## src/logic/aux_pwm_pkg.sv

```systemverilog
// shared constants and types of the dual auxiliary pulse-width timer
package aux_pwm_pkg;

   localparam int          DATA_W        = 16;
   localparam int          ADDR_W        = 4;
   localparam int          CNT_W         = 8;

   // register word addresses
   localparam logic [3:0]  MODE_OFS      = 4'h0;
   localparam logic [3:0]  PERIOD0_OFS   = 4'h1;
   localparam logic [3:0]  PERIOD1_OFS   = 4'h2;
   localparam logic [3:0]  ONTIME0_OFS   = 4'h3;
   localparam logic [3:0]  ONTIME1_OFS   = 4'h4;
   localparam logic [3:0]  PINSEL_OFS    = 4'h5;
   localparam logic [3:0]  PIN8_OFS      = 4'h6;
   localparam logic [3:0]  STATUS_OFS    = 4'h7;

   // field positions
   localparam int          MODE_IND_BIT  = 8;
   localparam int          PIN8_SEL_BIT  = 1;
   localparam int          PIN8_DATA_BIT = 0;
   localparam int          PIN7_SEL_BIT  = 7;
   localparam int          ST_LVL0_BIT   = 0;
   localparam int          ST_LVL1_BIT   = 1;
   localparam int          ST_IDLE1_BIT  = 2;

   // reset values
   localparam logic        MODE_RST      = 1'b0;
   localparam logic [7:0]  PERIOD_RST    = 8'hff;
   localparam logic [7:0]  ONTIME_RST    = 8'h00;
   localparam logic [7:0]  PINSEL_RST    = 8'hff;
   localparam logic [1:0]  PIN8_RST      = 2'h2;

   // one time step lasts two core clocks: a hold phase and an advance phase
   localparam int          STEP_CLKS     = 2;
   typedef enum logic [1:0] {
      PH_HOLD = 2'b01,
      PH_ADV  = 2'b10
   } phase_t;

endpackage

```

## src/logic/pwm_chan_if.sv

```systemverilog
// link between the register front end and one pulse generator
`timescale 1ns/1ps
interface pwm_chan_if;
   import aux_pwm_pkg::*;
   logic             tick;
   logic             restart;
   logic             sync_en;
   logic             sync_start;
   logic [CNT_W-1:0] period;
   logic [CNT_W-1:0] ontime;
   logic [CNT_W-1:0] count;
   logic             level;
   logic             idle;

   modport ctrl (output tick, restart, sync_en, sync_start, period, ontime,
                 input  count, level, idle);
   modport chan (input  tick, restart, sync_en, sync_start, period, ontime,
                 output count, level, idle);
endinterface

```

## src/logic/aux_pwm_channel.sv

```systemverilog
// one auxiliary pulse generator: step counter, on-time latch, output level
`timescale 1ns/1ps
module aux_pwm_channel (
   input  wire logic i_sys_clk,
   input  wire logic i_srst,
   pwm_chan_if.chan  bus
);
   import aux_pwm_pkg::*;

   typedef struct packed {
      logic [CNT_W-1:0] count;
      logic [CNT_W-1:0] on_latch;
      logic             idle;
      logic             level;
   } chan_state_t;

   chan_state_t cur_reg;
   chan_state_t cur_next;
   logic        start;

   //////////////////////////////////////////////////////////////////////////
   always_comb begin
      cur_next = cur_reg;
      start    = 1'b0;
      if (bus.restart) begin
         cur_next.count    = '0;
         cur_next.on_latch = bus.ontime;
         cur_next.idle     = bus.sync_en;
      end else if (bus.tick) begin
         start = bus.sync_en ? bus.sync_start : (cur_reg.count == bus.period);
         if (start) begin
            cur_next.count    = '0;
            cur_next.on_latch = bus.ontime;
            cur_next.idle     = 1'b0;
         end else if (cur_reg.count == bus.period) begin
            cur_next.count = '0;
         end else begin
            cur_next.count = cur_reg.count + 1'b1;
         end
      end
      // on-time above the period keeps the compare true all cycle
      cur_next.level = !cur_next.idle && (cur_next.count < cur_next.on_latch);
   end

   always_ff @(posedge i_sys_clk) begin
      if (i_srst) begin
         cur_reg <= '0;
      end else begin
         cur_reg <= cur_next;
      end
   end

   assign bus.count = cur_reg.count;
   assign bus.level = cur_reg.level;
   assign bus.idle  = cur_reg.idle;

   //////////////////////////////////////////////////////////////////////////
   a_full_duty: assert property (
      @(posedge i_sys_clk) disable iff (i_srst)
      (!cur_reg.idle && cur_reg.on_latch > bus.period && cur_reg.count <= bus.period)
      |-> cur_reg.level)
      else $error("on-time above period did not hold output high");

   a_zero_low: assert property (
      @(posedge i_sys_clk) disable iff (i_srst)
      (cur_reg.on_latch == '0) |-> !cur_reg.level)
      else $error("zero on-time let output go high");

   a_cycle_rise: assert property (
      @(posedge i_sys_clk) disable iff (i_srst)
      (bus.tick && !bus.restart && !bus.sync_en && cur_reg.count == bus.period
       && bus.ontime != '0) |=> (cur_reg.level && cur_reg.count == '0))
      else $error("output did not rise at cycle start");

   a_ontime_hold: assert property (
      @(posedge i_sys_clk) disable iff (i_srst)
      (!bus.tick && !bus.restart) |=> $stable(cur_reg.on_latch))
      else $error("on-time latch changed mid cycle");

   a_step_count: assert property (
      @(posedge i_sys_clk) disable iff (i_srst)
      (!bus.sync_en && bus.tick && !bus.restart && cur_reg.count != bus.period)
      |=> cur_reg.count == $past(cur_reg.count) + 1'b1)
      else $error("step counter did not advance by one");

   a_high_time: assert property (
      @(posedge i_sys_clk) disable iff (i_srst)
      cur_reg.level |-> (cur_reg.count < cur_reg.on_latch))
      else $error("output high past its on-time");

endmodule

```

## src/logic/dual_aux_pwm_timer.sv

```systemverilog
// dual auxiliary pulse-width timer with register port and pin routing
`timescale 1ns/1ps

// What this block does
// - Mode bit 8 set runs the generators independently, clear runs them in offset mode.
// - In independent mode each output takes its period from its own period register.
// - One step is two core clocks and a period lasts two times the register plus one clocks.
// - Each output stays high for two times its on-time register in core clocks.
// - An on-time beyond the period keeps that output high for the whole cycle.
// - In offset mode both outputs share the first period register, each with its own on-time.
// - In offset mode output 1 rises two times the second period register plus one clocks late.
// - Writes are taken any time but a new on-time acts only from the next cycle start.
// - Writing a period register clears the timers and starts fresh cycles at once.
// - Reset selects offset mode, sets both periods to 255 and clears both on-times.
// - Pin 8 carries output 0 only while its select bit 1 is clear.
// - Pin 7 carries output 1 only while its select bit is clear; reset sets all select bits.
module dual_aux_pwm_timer (
   input  wire logic                          i_sys_clk,
   input  wire logic                          i_srst,
   input  wire logic [aux_pwm_pkg::ADDR_W-1:0] i_addr,
   input  wire logic [aux_pwm_pkg::DATA_W-1:0] i_wdata,
   input  wire logic                          i_wr,
   input  wire logic                          i_rd,
   output logic      [aux_pwm_pkg::DATA_W-1:0] o_rdata,
   output logic                               o_pulse_out_zero,
   output logic                               o_pulse_out_one,
   output logic                               o_pin_eight,
   output logic                               o_pin_eight_pwm,
   output logic                               o_pin_seven,
   output logic                               o_pin_seven_pwm
);
   import aux_pwm_pkg::*;

   //////////////////////////////////////////////////////////////////////////
   // state of the front end

   typedef struct packed {
      logic              mode_ind;
      logic [CNT_W-1:0]  period0;
      logic [CNT_W-1:0]  period1;
      logic [CNT_W-1:0]  ontime0;
      logic [CNT_W-1:0]  ontime1;
      logic [7:0]        pin_sel;
      logic [1:0]        pin8;
      phase_t            phase;
      logic              restart;
      logic [DATA_W-1:0] rdata;
      logic              pulse0;
      logic              pulse1;
      logic              pin8_out;
      logic              pin8_pwm;
      logic              pin7_out;
      logic              pin7_pwm;
   } top_state_t;

   top_state_t st_reg;
   top_state_t st_next;

   pwm_chan_if ch0 ();
   pwm_chan_if ch1 ();

   //////////////////////////////////////////////////////////////////////////
   // helpers

   function automatic top_state_t reset_state();
      top_state_t s;
      s          = '0;
      s.mode_ind = MODE_RST;
      s.period0  = PERIOD_RST;
      s.period1  = PERIOD_RST;
      s.ontime0  = ONTIME_RST;
      s.ontime1  = ONTIME_RST;
      s.pin_sel  = PINSEL_RST;
      s.pin8     = PIN8_RST;
      s.phase    = PH_HOLD;
      s.restart  = 1'b1;
      return s;
   endfunction

   function automatic logic [DATA_W-1:0] byte_word(input logic [7:0] b);
      return {8'h00, b};
   endfunction

   function automatic logic [DATA_W-1:0] read_word(input logic [ADDR_W-1:0] a,
                                                    input top_state_t      s,
                                                    input logic            l0,
                                                    input logic            l1,
                                                    input logic            i1);
      logic [DATA_W-1:0] w;
      w = '0;
      if (a == MODE_OFS) begin
         w[MODE_IND_BIT] = s.mode_ind;
      end else if (a == PERIOD0_OFS) begin
         w = byte_word(s.period0);
      end else if (a == PERIOD1_OFS) begin
         w = byte_word(s.period1);
      end else if (a == ONTIME0_OFS) begin
         w = byte_word(s.ontime0);
      end else if (a == ONTIME1_OFS) begin
         w = byte_word(s.ontime1);
      end else if (a == PINSEL_OFS) begin
         w = byte_word(s.pin_sel);
      end else if (a == PIN8_OFS) begin
         w[1:0] = s.pin8;
      end else if (a == STATUS_OFS) begin
         w[ST_LVL0_BIT]  = l0;
         w[ST_LVL1_BIT]  = l1;
         w[ST_IDLE1_BIT] = i1;
      end
      return w;
   endfunction

   //////////////////////////////////////////////////////////////////////////
   // registers, step phase and pin routing

   always_comb begin
      st_next         = st_reg;
      st_next.restart = 1'b0;
      st_next.rdata   = '0;

      case (st_reg.phase)
         PH_HOLD: begin
            st_next.phase = PH_ADV;
         end
         PH_ADV: begin
            st_next.phase = PH_HOLD;
         end
         default: begin
            st_next.phase = PH_HOLD;
         end
      endcase
      if (st_reg.restart) begin
         st_next.phase = PH_HOLD;
      end

      if (i_wr) begin
         if (i_addr == MODE_OFS) begin
            st_next.mode_ind = i_wdata[MODE_IND_BIT];
            st_next.restart  = 1'b1;
         end else if (i_addr == PERIOD0_OFS) begin
            st_next.period0 = i_wdata[CNT_W-1:0];
            st_next.restart = 1'b1;
         end else if (i_addr == PERIOD1_OFS) begin
            st_next.period1 = i_wdata[CNT_W-1:0];
            st_next.restart = 1'b1;
         end else if (i_addr == ONTIME0_OFS) begin
            st_next.ontime0 = i_wdata[CNT_W-1:0];
         end else if (i_addr == ONTIME1_OFS) begin
            st_next.ontime1 = i_wdata[CNT_W-1:0];
         end else if (i_addr == PINSEL_OFS) begin
            st_next.pin_sel = i_wdata[7:0];
         end else if (i_addr == PIN8_OFS) begin
            st_next.pin8 = i_wdata[1:0];
         end
      end

      if (i_rd) begin
         st_next.rdata = read_word(i_addr, st_reg, ch0.level, ch1.level, ch1.idle);
      end

      st_next.pulse0   = ch0.level;
      st_next.pulse1   = ch1.level;
      st_next.pin8_pwm = !st_reg.pin8[PIN8_SEL_BIT];
      st_next.pin7_pwm = !st_reg.pin_sel[PIN7_SEL_BIT];
      if (st_reg.pin8[PIN8_SEL_BIT]) begin
         st_next.pin8_out = st_reg.pin8[PIN8_DATA_BIT];
      end else begin
         st_next.pin8_out = ch0.level;
      end
      if (st_reg.pin_sel[PIN7_SEL_BIT]) begin
         st_next.pin7_out = 1'b0;
      end else begin
         st_next.pin7_out = ch1.level;
      end
   end

   always_ff @(posedge i_sys_clk) begin
      if (i_srst) begin
         st_reg <= reset_state();
      end else begin
         st_reg <= st_next;
      end
   end

   //////////////////////////////////////////////////////////////////////////
   // generator control

   assign ch0.tick       = (st_reg.phase == PH_ADV);
   assign ch0.restart    = st_reg.restart;
   assign ch0.sync_en    = 1'b0;
   assign ch0.sync_start = 1'b0;
   assign ch0.period     = st_reg.period0;
   assign ch0.ontime     = st_reg.ontime0;

   assign ch1.tick       = (st_reg.phase == PH_ADV);
   assign ch1.restart    = st_reg.restart;
   assign ch1.sync_en    = !st_reg.mode_ind;
   assign ch1.period     = st_reg.mode_ind ? st_reg.period1 : st_reg.period0;
   assign ch1.ontime     = st_reg.ontime1;
   // output 1 starts as output 0 leaves count period1; needs period1 below period0
   assign ch1.sync_start = ch0.tick && (ch0.count == st_reg.period1);

   aux_pwm_channel u_chan0 (
      .i_sys_clk (i_sys_clk),
      .i_srst    (i_srst),
      .bus       (ch0)
   );

   aux_pwm_channel u_chan1 (
      .i_sys_clk (i_sys_clk),
      .i_srst    (i_srst),
      .bus       (ch1)
   );

   assign o_rdata          = st_reg.rdata;
   assign o_pulse_out_zero = st_reg.pulse0;
   assign o_pulse_out_one  = st_reg.pulse1;
   assign o_pin_eight      = st_reg.pin8_out;
   assign o_pin_eight_pwm  = st_reg.pin8_pwm;
   assign o_pin_seven      = st_reg.pin7_out;
   assign o_pin_seven_pwm  = st_reg.pin7_pwm;

   //////////////////////////////////////////////////////////////////////////
   // checks

   a_reset_values: assert property (
      @(posedge i_sys_clk)
      $fell(i_srst) |-> (!st_reg.mode_ind && st_reg.period0 == PERIOD_RST
                         && st_reg.period1 == PERIOD_RST && st_reg.ontime0 == ONTIME_RST
                         && st_reg.ontime1 == ONTIME_RST && st_reg.pin_sel == PINSEL_RST))
      else $error("wrong register values after reset");

   a_period_restart: assert property (
      @(posedge i_sys_clk) disable iff (i_srst)
      (i_wr && (i_addr == PERIOD0_OFS || i_addr == PERIOD1_OFS))
      |=> st_reg.restart ##1 (ch0.count == '0 && ch1.count == '0 && st_reg.phase == PH_HOLD))
      else $error("period write did not restart the timers");

   a_mode_write: assert property (
      @(posedge i_sys_clk) disable iff (i_srst)
      (i_wr && i_addr == MODE_OFS)
      |=> (st_reg.mode_ind == $past(i_wdata[MODE_IND_BIT]) && ch1.sync_en == !st_reg.mode_ind))
      else $error("mode bit did not select the generator mode");

   a_ind_period: assert property (
      @(posedge i_sys_clk) disable iff (i_srst)
      (st_reg.mode_ind && ch1.tick && !ch1.restart && ch1.count == st_reg.period1)
      |=> ch1.count == '0)
      else $error("output 1 period not set by its own register");

   a_step_width: assert property (
      @(posedge i_sys_clk) disable iff (i_srst)
      (ch0.tick && !ch0.restart && !(i_wr && i_addr <= PERIOD1_OFS))
      |=> !ch0.tick ##1 ch0.tick)
      else $error("time step is not two clocks");

   a_offset_share: assert property (
      @(posedge i_sys_clk) disable iff (i_srst)
      (!st_reg.mode_ind && !ch1.idle && ch1.tick && !ch1.restart
       && ch1.count == st_reg.period0 && st_reg.period1 < st_reg.period0)
      |=> ch1.count == '0)
      else $error("offset mode outputs do not share one period");

   a_offset_delay: assert property (
      @(posedge i_sys_clk) disable iff (i_srst)
      (!st_reg.mode_ind && ch0.tick && !ch0.restart && ch0.count == st_reg.period1
       && st_reg.period1 < st_reg.period0)
      |=> (ch1.count == '0 && !ch1.idle && ch0.count == $past(st_reg.period1) + 1'b1))
      else $error("output 1 offset from output 0 is wrong");

   a_pin8_select: assert property (
      @(posedge i_sys_clk) disable iff (i_srst)
      !st_reg.pin8[PIN8_SEL_BIT] |=> (o_pin_eight == $past(ch0.level) && o_pin_eight_pwm))
      else $error("pin 8 does not carry output 0");

   a_pin8_gpio: assert property (
      @(posedge i_sys_clk) disable iff (i_srst)
      st_reg.pin8[PIN8_SEL_BIT]
      |=> (o_pin_eight == $past(st_reg.pin8[PIN8_DATA_BIT]) && !o_pin_eight_pwm))
      else $error("pin 8 not given to general I/O");

   a_pin7_select: assert property (
      @(posedge i_sys_clk) disable iff (i_srst)
      st_reg.pin_sel[PIN7_SEL_BIT] |=> (!o_pin_seven && !o_pin_seven_pwm))
      else $error("pin 7 carries output 1 while general I/O selected");

   a_pin7_route: assert property (
      @(posedge i_sys_clk) disable iff (i_srst)
      !st_reg.pin_sel[PIN7_SEL_BIT] |=> (o_pin_seven == $past(ch1.level) && o_pin_seven_pwm))
      else $error("pin 7 does not carry output 1");

   a_ontime0_load: assert property (
      @(posedge i_sys_clk) disable iff (i_srst)
      (i_wr && i_addr == ONTIME0_OFS) |=> st_reg.ontime0 == $past(i_wdata[CNT_W-1:0]))
      else $error("on-time 0 write not taken");

   a_ontime1_load: assert property (
      @(posedge i_sys_clk) disable iff (i_srst)
      (i_wr && i_addr == ONTIME1_OFS) |=> st_reg.ontime1 == $past(i_wdata[CNT_W-1:0]))
      else $error("on-time 1 write not taken");

   a_period0_load: assert property (
      @(posedge i_sys_clk) disable iff (i_srst)
      (i_wr && i_addr == PERIOD0_OFS) |=> st_reg.period0 == $past(i_wdata[CNT_W-1:0]))
      else $error("period 0 write not taken");

   a_period1_load: assert property (
      @(posedge i_sys_clk) disable iff (i_srst)
      (i_wr && i_addr == PERIOD1_OFS) |=> st_reg.period1 == $past(i_wdata[CNT_W-1:0]))
      else $error("period 1 write not taken");

   a_pinsel_load: assert property (
      @(posedge i_sys_clk) disable iff (i_srst)
      (i_wr && i_addr == PINSEL_OFS) |=> st_reg.pin_sel == $past(i_wdata[7:0]))
      else $error("pin select write not taken");

   a_pin8_load: assert property (
      @(posedge i_sys_clk) disable iff (i_srst)
      (i_wr && i_addr == PIN8_OFS) |=> st_reg.pin8 == $past(i_wdata[1:0]))
      else $error("pin 8 select write not taken");

   a_reset_restart: assert property (
      @(posedge i_sys_clk)
      $fell(i_srst) |-> st_reg.restart ##1 (ch0.count == '0 && ch1.count == '0 && ch1.idle))
      else $error("reset did not restart the generators");

   a_pulse_follow: assert property (
      @(posedge i_sys_clk) disable iff (i_srst)
      1'b1 |=> (o_pulse_out_zero == $past(ch0.level) && o_pulse_out_one == $past(ch1.level)))
      else $error("pulse outputs do not follow the generators");

   a_ind_running: assert property (
      @(posedge i_sys_clk) disable iff (i_srst)
      (st_reg.mode_ind && !st_reg.restart) |-> !ch1.idle)
      else $error("output 1 waits for an offset in independent mode");

   a_offset_wait: assert property (
      @(posedge i_sys_clk) disable iff (i_srst)
      (!st_reg.mode_ind && st_reg.restart) |=> (ch1.idle && !ch1.level))
      else $error("output 1 did not wait for its offset");

endmodule

```

## config.mk

```make
export PLATFORM = sky130hd
export DESIGN_NAME = dual_aux_pwm_timer
export DESIGN_NICKNAME = d
export VERILOG_FILES = /design/src/logic/aux_pwm_pkg.sv /design/src/logic/pwm_chan_if.sv /design/src/logic/aux_pwm_channel.sv /design/src/logic/dual_aux_pwm_timer.sv
export SDC_FILE = /design/constraint.sdc
export NUM_CORES = 1
export LEC_CHECK = 0
export ABC_AREA = 1
export BUFFER_PORTS_ARGS = -buffer_cell sky130_fd_sc_hd__buf_2
export CAP_MARGIN = 25
export CELL_PAD_IN_SITES_DETAIL_PLACEMENT = 2
export CELL_PAD_IN_SITES_GLOBAL_PLACEMENT = 2
export CORE_MARGIN = 4
export CORE_UTILIZATION = 30
export DETAILED_ROUTE_END_ITERATION = 10
export PLACE_DENSITY = 0.74
export SETUP_SLACK_MARGIN = 0.1
export SLEW_MARGIN = 20
export SYNTH_ARGS = -nofsm -noshare
export SYNTH_HDL_FRONTEND = slang
export SYNTH_SLANG_ARGS = --single-unit
```

## constraint.sdc

```tcl
create_clock -name i_sys_clk -period 6.6 [get_ports i_sys_clk]
set_clock_uncertainty 0.1 [all_clocks]
set_input_delay 0.33 -clock i_sys_clk [delete_from_list [all_inputs] [get_ports i_sys_clk]]
set_output_delay 0.33 -clock i_sys_clk [all_outputs]
set_load 0.02 [all_outputs]
```

==> impl_metrics.py <==
metrics = {
    "critical_path": {
        "end_kind": "flip-flop",
        "crit_path_start_kind": "flip-flop",
        "cpLargestDelayFamily": "simple AND/OR/NAND/NOR gates",
        "r2r-end": "u_chan1.bus.level$_SDFF_PP0_",
        "crit_top_cell": "nand2_1",
        "cp_max_fo": 14,
        "cp.arrival_ps": 3400,
        "timing.rr.start": "st_reg[67]$_SDFFE_PP0P_",
        "r2r_cells": 16,
        "cpPeakStageDelay_ps": 740,
        "critPathBufInv": 2,
        "cp_slowest_cell": "dfxtp_1",
        "crit_type": "flip-flop to flip-flop",
        "reg2reg_setup_slack_ps": 3390,
        "required_ps": 6790,
        "path_cells": "inv_2, nand2_1, nand3_1, nand2_1, inv_1, nand2_1, nor2_2, nand2_1, nand2_1, nand2_1, nand2_2, a221oi_2, ha_1, nand2_1, o2111ai_2, a21oi_2",
    },
    "outcome": {
        "status": "complete, no violations",
    },
    "timing": {
        "fmax_mhz": 311.6,
        "whs_ps": 140.1,
        "grt_setup_unrepaired": "false",
        "timing.final.ws_setup_ps": 3391,
        "worst_pin_slew_ps": 922.1,
        "drv_slew": 0,
        "finalCriticalPeriod_ps": 3209,
        "slew_headroom_pct": 38.05,
        "finalCritPeriodShare_pct": 48.62,
        "setup_viol": 0,
        "hold_viol_final": 0,
        "timing.setup.tns_ps": 0,
    },
    "clocking": {
        "clock_latency_ps": 360,
        "post_cts_buffers": 0,
        "clock_sinks": 97,
        "clk_pin_slew_ps": 70,
        "hold_buffers": 0,
        "root_buffer": "clkbuf_16",
        "cts_buffer_depth": 2,
        "cts_resized": 0,
        "htreeDepth": 3,
        "cts_tree": "built",
        "cts-buffers-inserted": 9,
    },
    "yosys": {
        "ys_types": 43,
        "ys_warn_count": 0,
        "ys.flop_type": "dfxtp_1",
        "synthArstFlopShare_pct": 0,
        "synthCells": 677,
        "seq_area_frac_synth_pct": 40.17,
        "ys_ff_latch": 97,
        "synth_edf_count": 0,
        "synthesis.area_um2": 4835,
        "avgSynthCellArea_um2": 7.141,
    },
    "die": {
        "die_x_um": 134.9,
        "rows": 46,
        "initial_core_util_pct": 30.55,
        "dieArea_um2": 18210,
        "dieHeight_um": 134.9,
        "ios": 46,
        "coreArea_um2": 15830,
    },
    "global_routing": {
        "grt_first_pass_wirelength_um": 27610,
        "grt-ovfl-total": 0,
        "grt_usage_pct": 19.82,
        "grt_max_degree": 49,
        "grt_pass1_vias": 4996,
        "antenna_found_initial": 0,
    },
    "drt": {
        "drt_pre_antenna_iters": 4,
        "viasPerCell": 5.014,
        "drc_errors": 0,
        "antenna_left": 0,
        "dr_total_vias": 4568,
        "wl_um": 17150,
        "wire_per_inst_um": 18.83,
        "first_iter_violations": 187,
    },
    "power_and_ir_drop": {
        "comb_power_share_pct": 9.2,
        "power_density_nw_per_um2": 241.7,
        "p_seq_share_pct": 46.8,
        "power.total_mw": 1.305,
        "p_int_uw": 949.3,
        "power.leakage_nw": 2.410,
        "clockPowerShare_pct": 44.0,
        "ir_drop_mv": 0.1422,
        "p_switching_uw": 355.8,
        "swShare_pct": 27.26,
    },
    "layout": {
        "final_cells": 911,
        "largest_reg_flops": 21,
        "antennaDiodeCount": 0,
        "syn_to_final_growth_pct": 11.67,
        "fin_area_um2": 5399,
        "final_common_cell": "nand2_1",
        "final_cell_mix": "144 x nand2_1, 97 x dfxtp_1, 89 x inv_1",
        "utilization_pct": 34.11,
        "n_fill_cell": 1876,
        "drive_gt1_share_pct": 10.65,
        "fin_nets": 730,
    },
    "placed_design": {
        "dp_slack_ps": 3393,
        "routabilityCongestion": 0.8444,
        "place_hpwl_um": 13200,
        "dp_cells": 895,
        "port_buffers": 31,
        "place_area_um2": 5075,
    },
    "hold_path": {
        "worstHoldStart": "i_rd",
        "hp-class": "primary input to flip-flop",
        "hold_path_depth": 3,
        "hold_end": "o_rdata[8]$_SDFF_PP0_",
    },
    "run": {
        "cap_violations": 0,
    },
}
[layer usage]
| metal | wire length [um] | share of wire [%] | vias to the layer above | global-route usage (%) |
|---|---|---|---|---|
| met3 | 668 | 3.9 | 19 | 3.241 |
| met1 | 7634 | 45 | 2274 | 24.82 |
| met2 | 8544 | 50 | 68 | 35.41 |
| met4 | 303 | 1.8 | 0 | 5.151 |
| li1 | - | - | 2207 | - |
| met5 | 0 | 0 | - | 0 |
[power groups by stage]
stage | Clock [mW] | Sequential [mW] | Combinational, mW
after global routing | 0.614 | 0.612 | 0.137
after CTS | 0.591 | 0.610 | 0.123
after detailed placement | 0 | 0.624 | 0.121
final | 0.574 | 0.610 | 0.121
after floorplan | 0 | 0.622 | 0.0834
after global placement | 0 | 0.623 | 0.114
[synthesized netlist by cell type (all sizes together) (7+ instances only)]
master	n	share of area (%)
ha	16	4.1
nand3	30	3.1
dfxtp	97	40
clkbuf	14	1.1
o211ai	13	2.0
nand2	149	12
o21ai	53	6.0
inv	91	7.1
buf	26	4.1
nor4	7	0.91
nor3	22	2.3
nor2	75	5.9
o22ai	10	1.4
a21oi	39	4.1
[final cells by class]
type	instances	area, um^2	share of cell area [%]
multi-input cells	454	2321	42.99
repair buffers	36	196.4	3.638
well taps	216	270.3	5.006
inverters	92	345.3	6.396
clock buffers	10	239.0	4.426
clock inverters	6	85.08	1.576
flip-flops and latches	97	1942	35.97
[worst max path at each step]
stage	start	to	slack [ps]	depth (start not counted)
after floorplan	u_chan0.bus.count[2]$_SDFF_PP0_	u_chan0.bus.level$_SDFF_PP0_	4220	15
after detailed placement	st_reg[67]$_SDFFE_PP0P_	u_chan1.bus.level$_SDFF_PP0_	3390	16
after CTS	st_reg[67]$_SDFFE_PP0P_	u_chan1.bus.level$_SDFF_PP0_	3370	16
final	st_reg[67]$_SDFFE_PP0P_	u_chan1.bus.level$_SDFF_PP0_	3390	16
after global placement	st_reg[67]$_SDFFE_PP0P_	u_chan1.bus.level$_SDFF_PP0_	3510	16
after global routing	st_reg[67]$_SDFFE_PP0P_	u_chan1.bus.level$_SDFF_PP0_	3100	16
[kinds of logic (layout without fill, tap and decap cells)]
group / Yosys count / after routing / share of synthesized area, %
AO/OA/AOI/OAI: 132 / 132 / 16.56
AND/OR/NAND/NOR: 290 / 290 / 25.05
flip-flops: 97 / 97 / 40.17
buffers and inverters: 132 / 144 / 12.37
XOR/XNOR: 9 / 9 / 1.631
other: 1 / 7 / 0.07757
adder cells (fa/ha/maj): 16 / 16 / 4.141
[worst min-delay path: stages]
cell	delay (ps)
buf_2	100
inv_1	70
nor4_1	60
No activity file was read; power rests on OpenSTA's default activity.
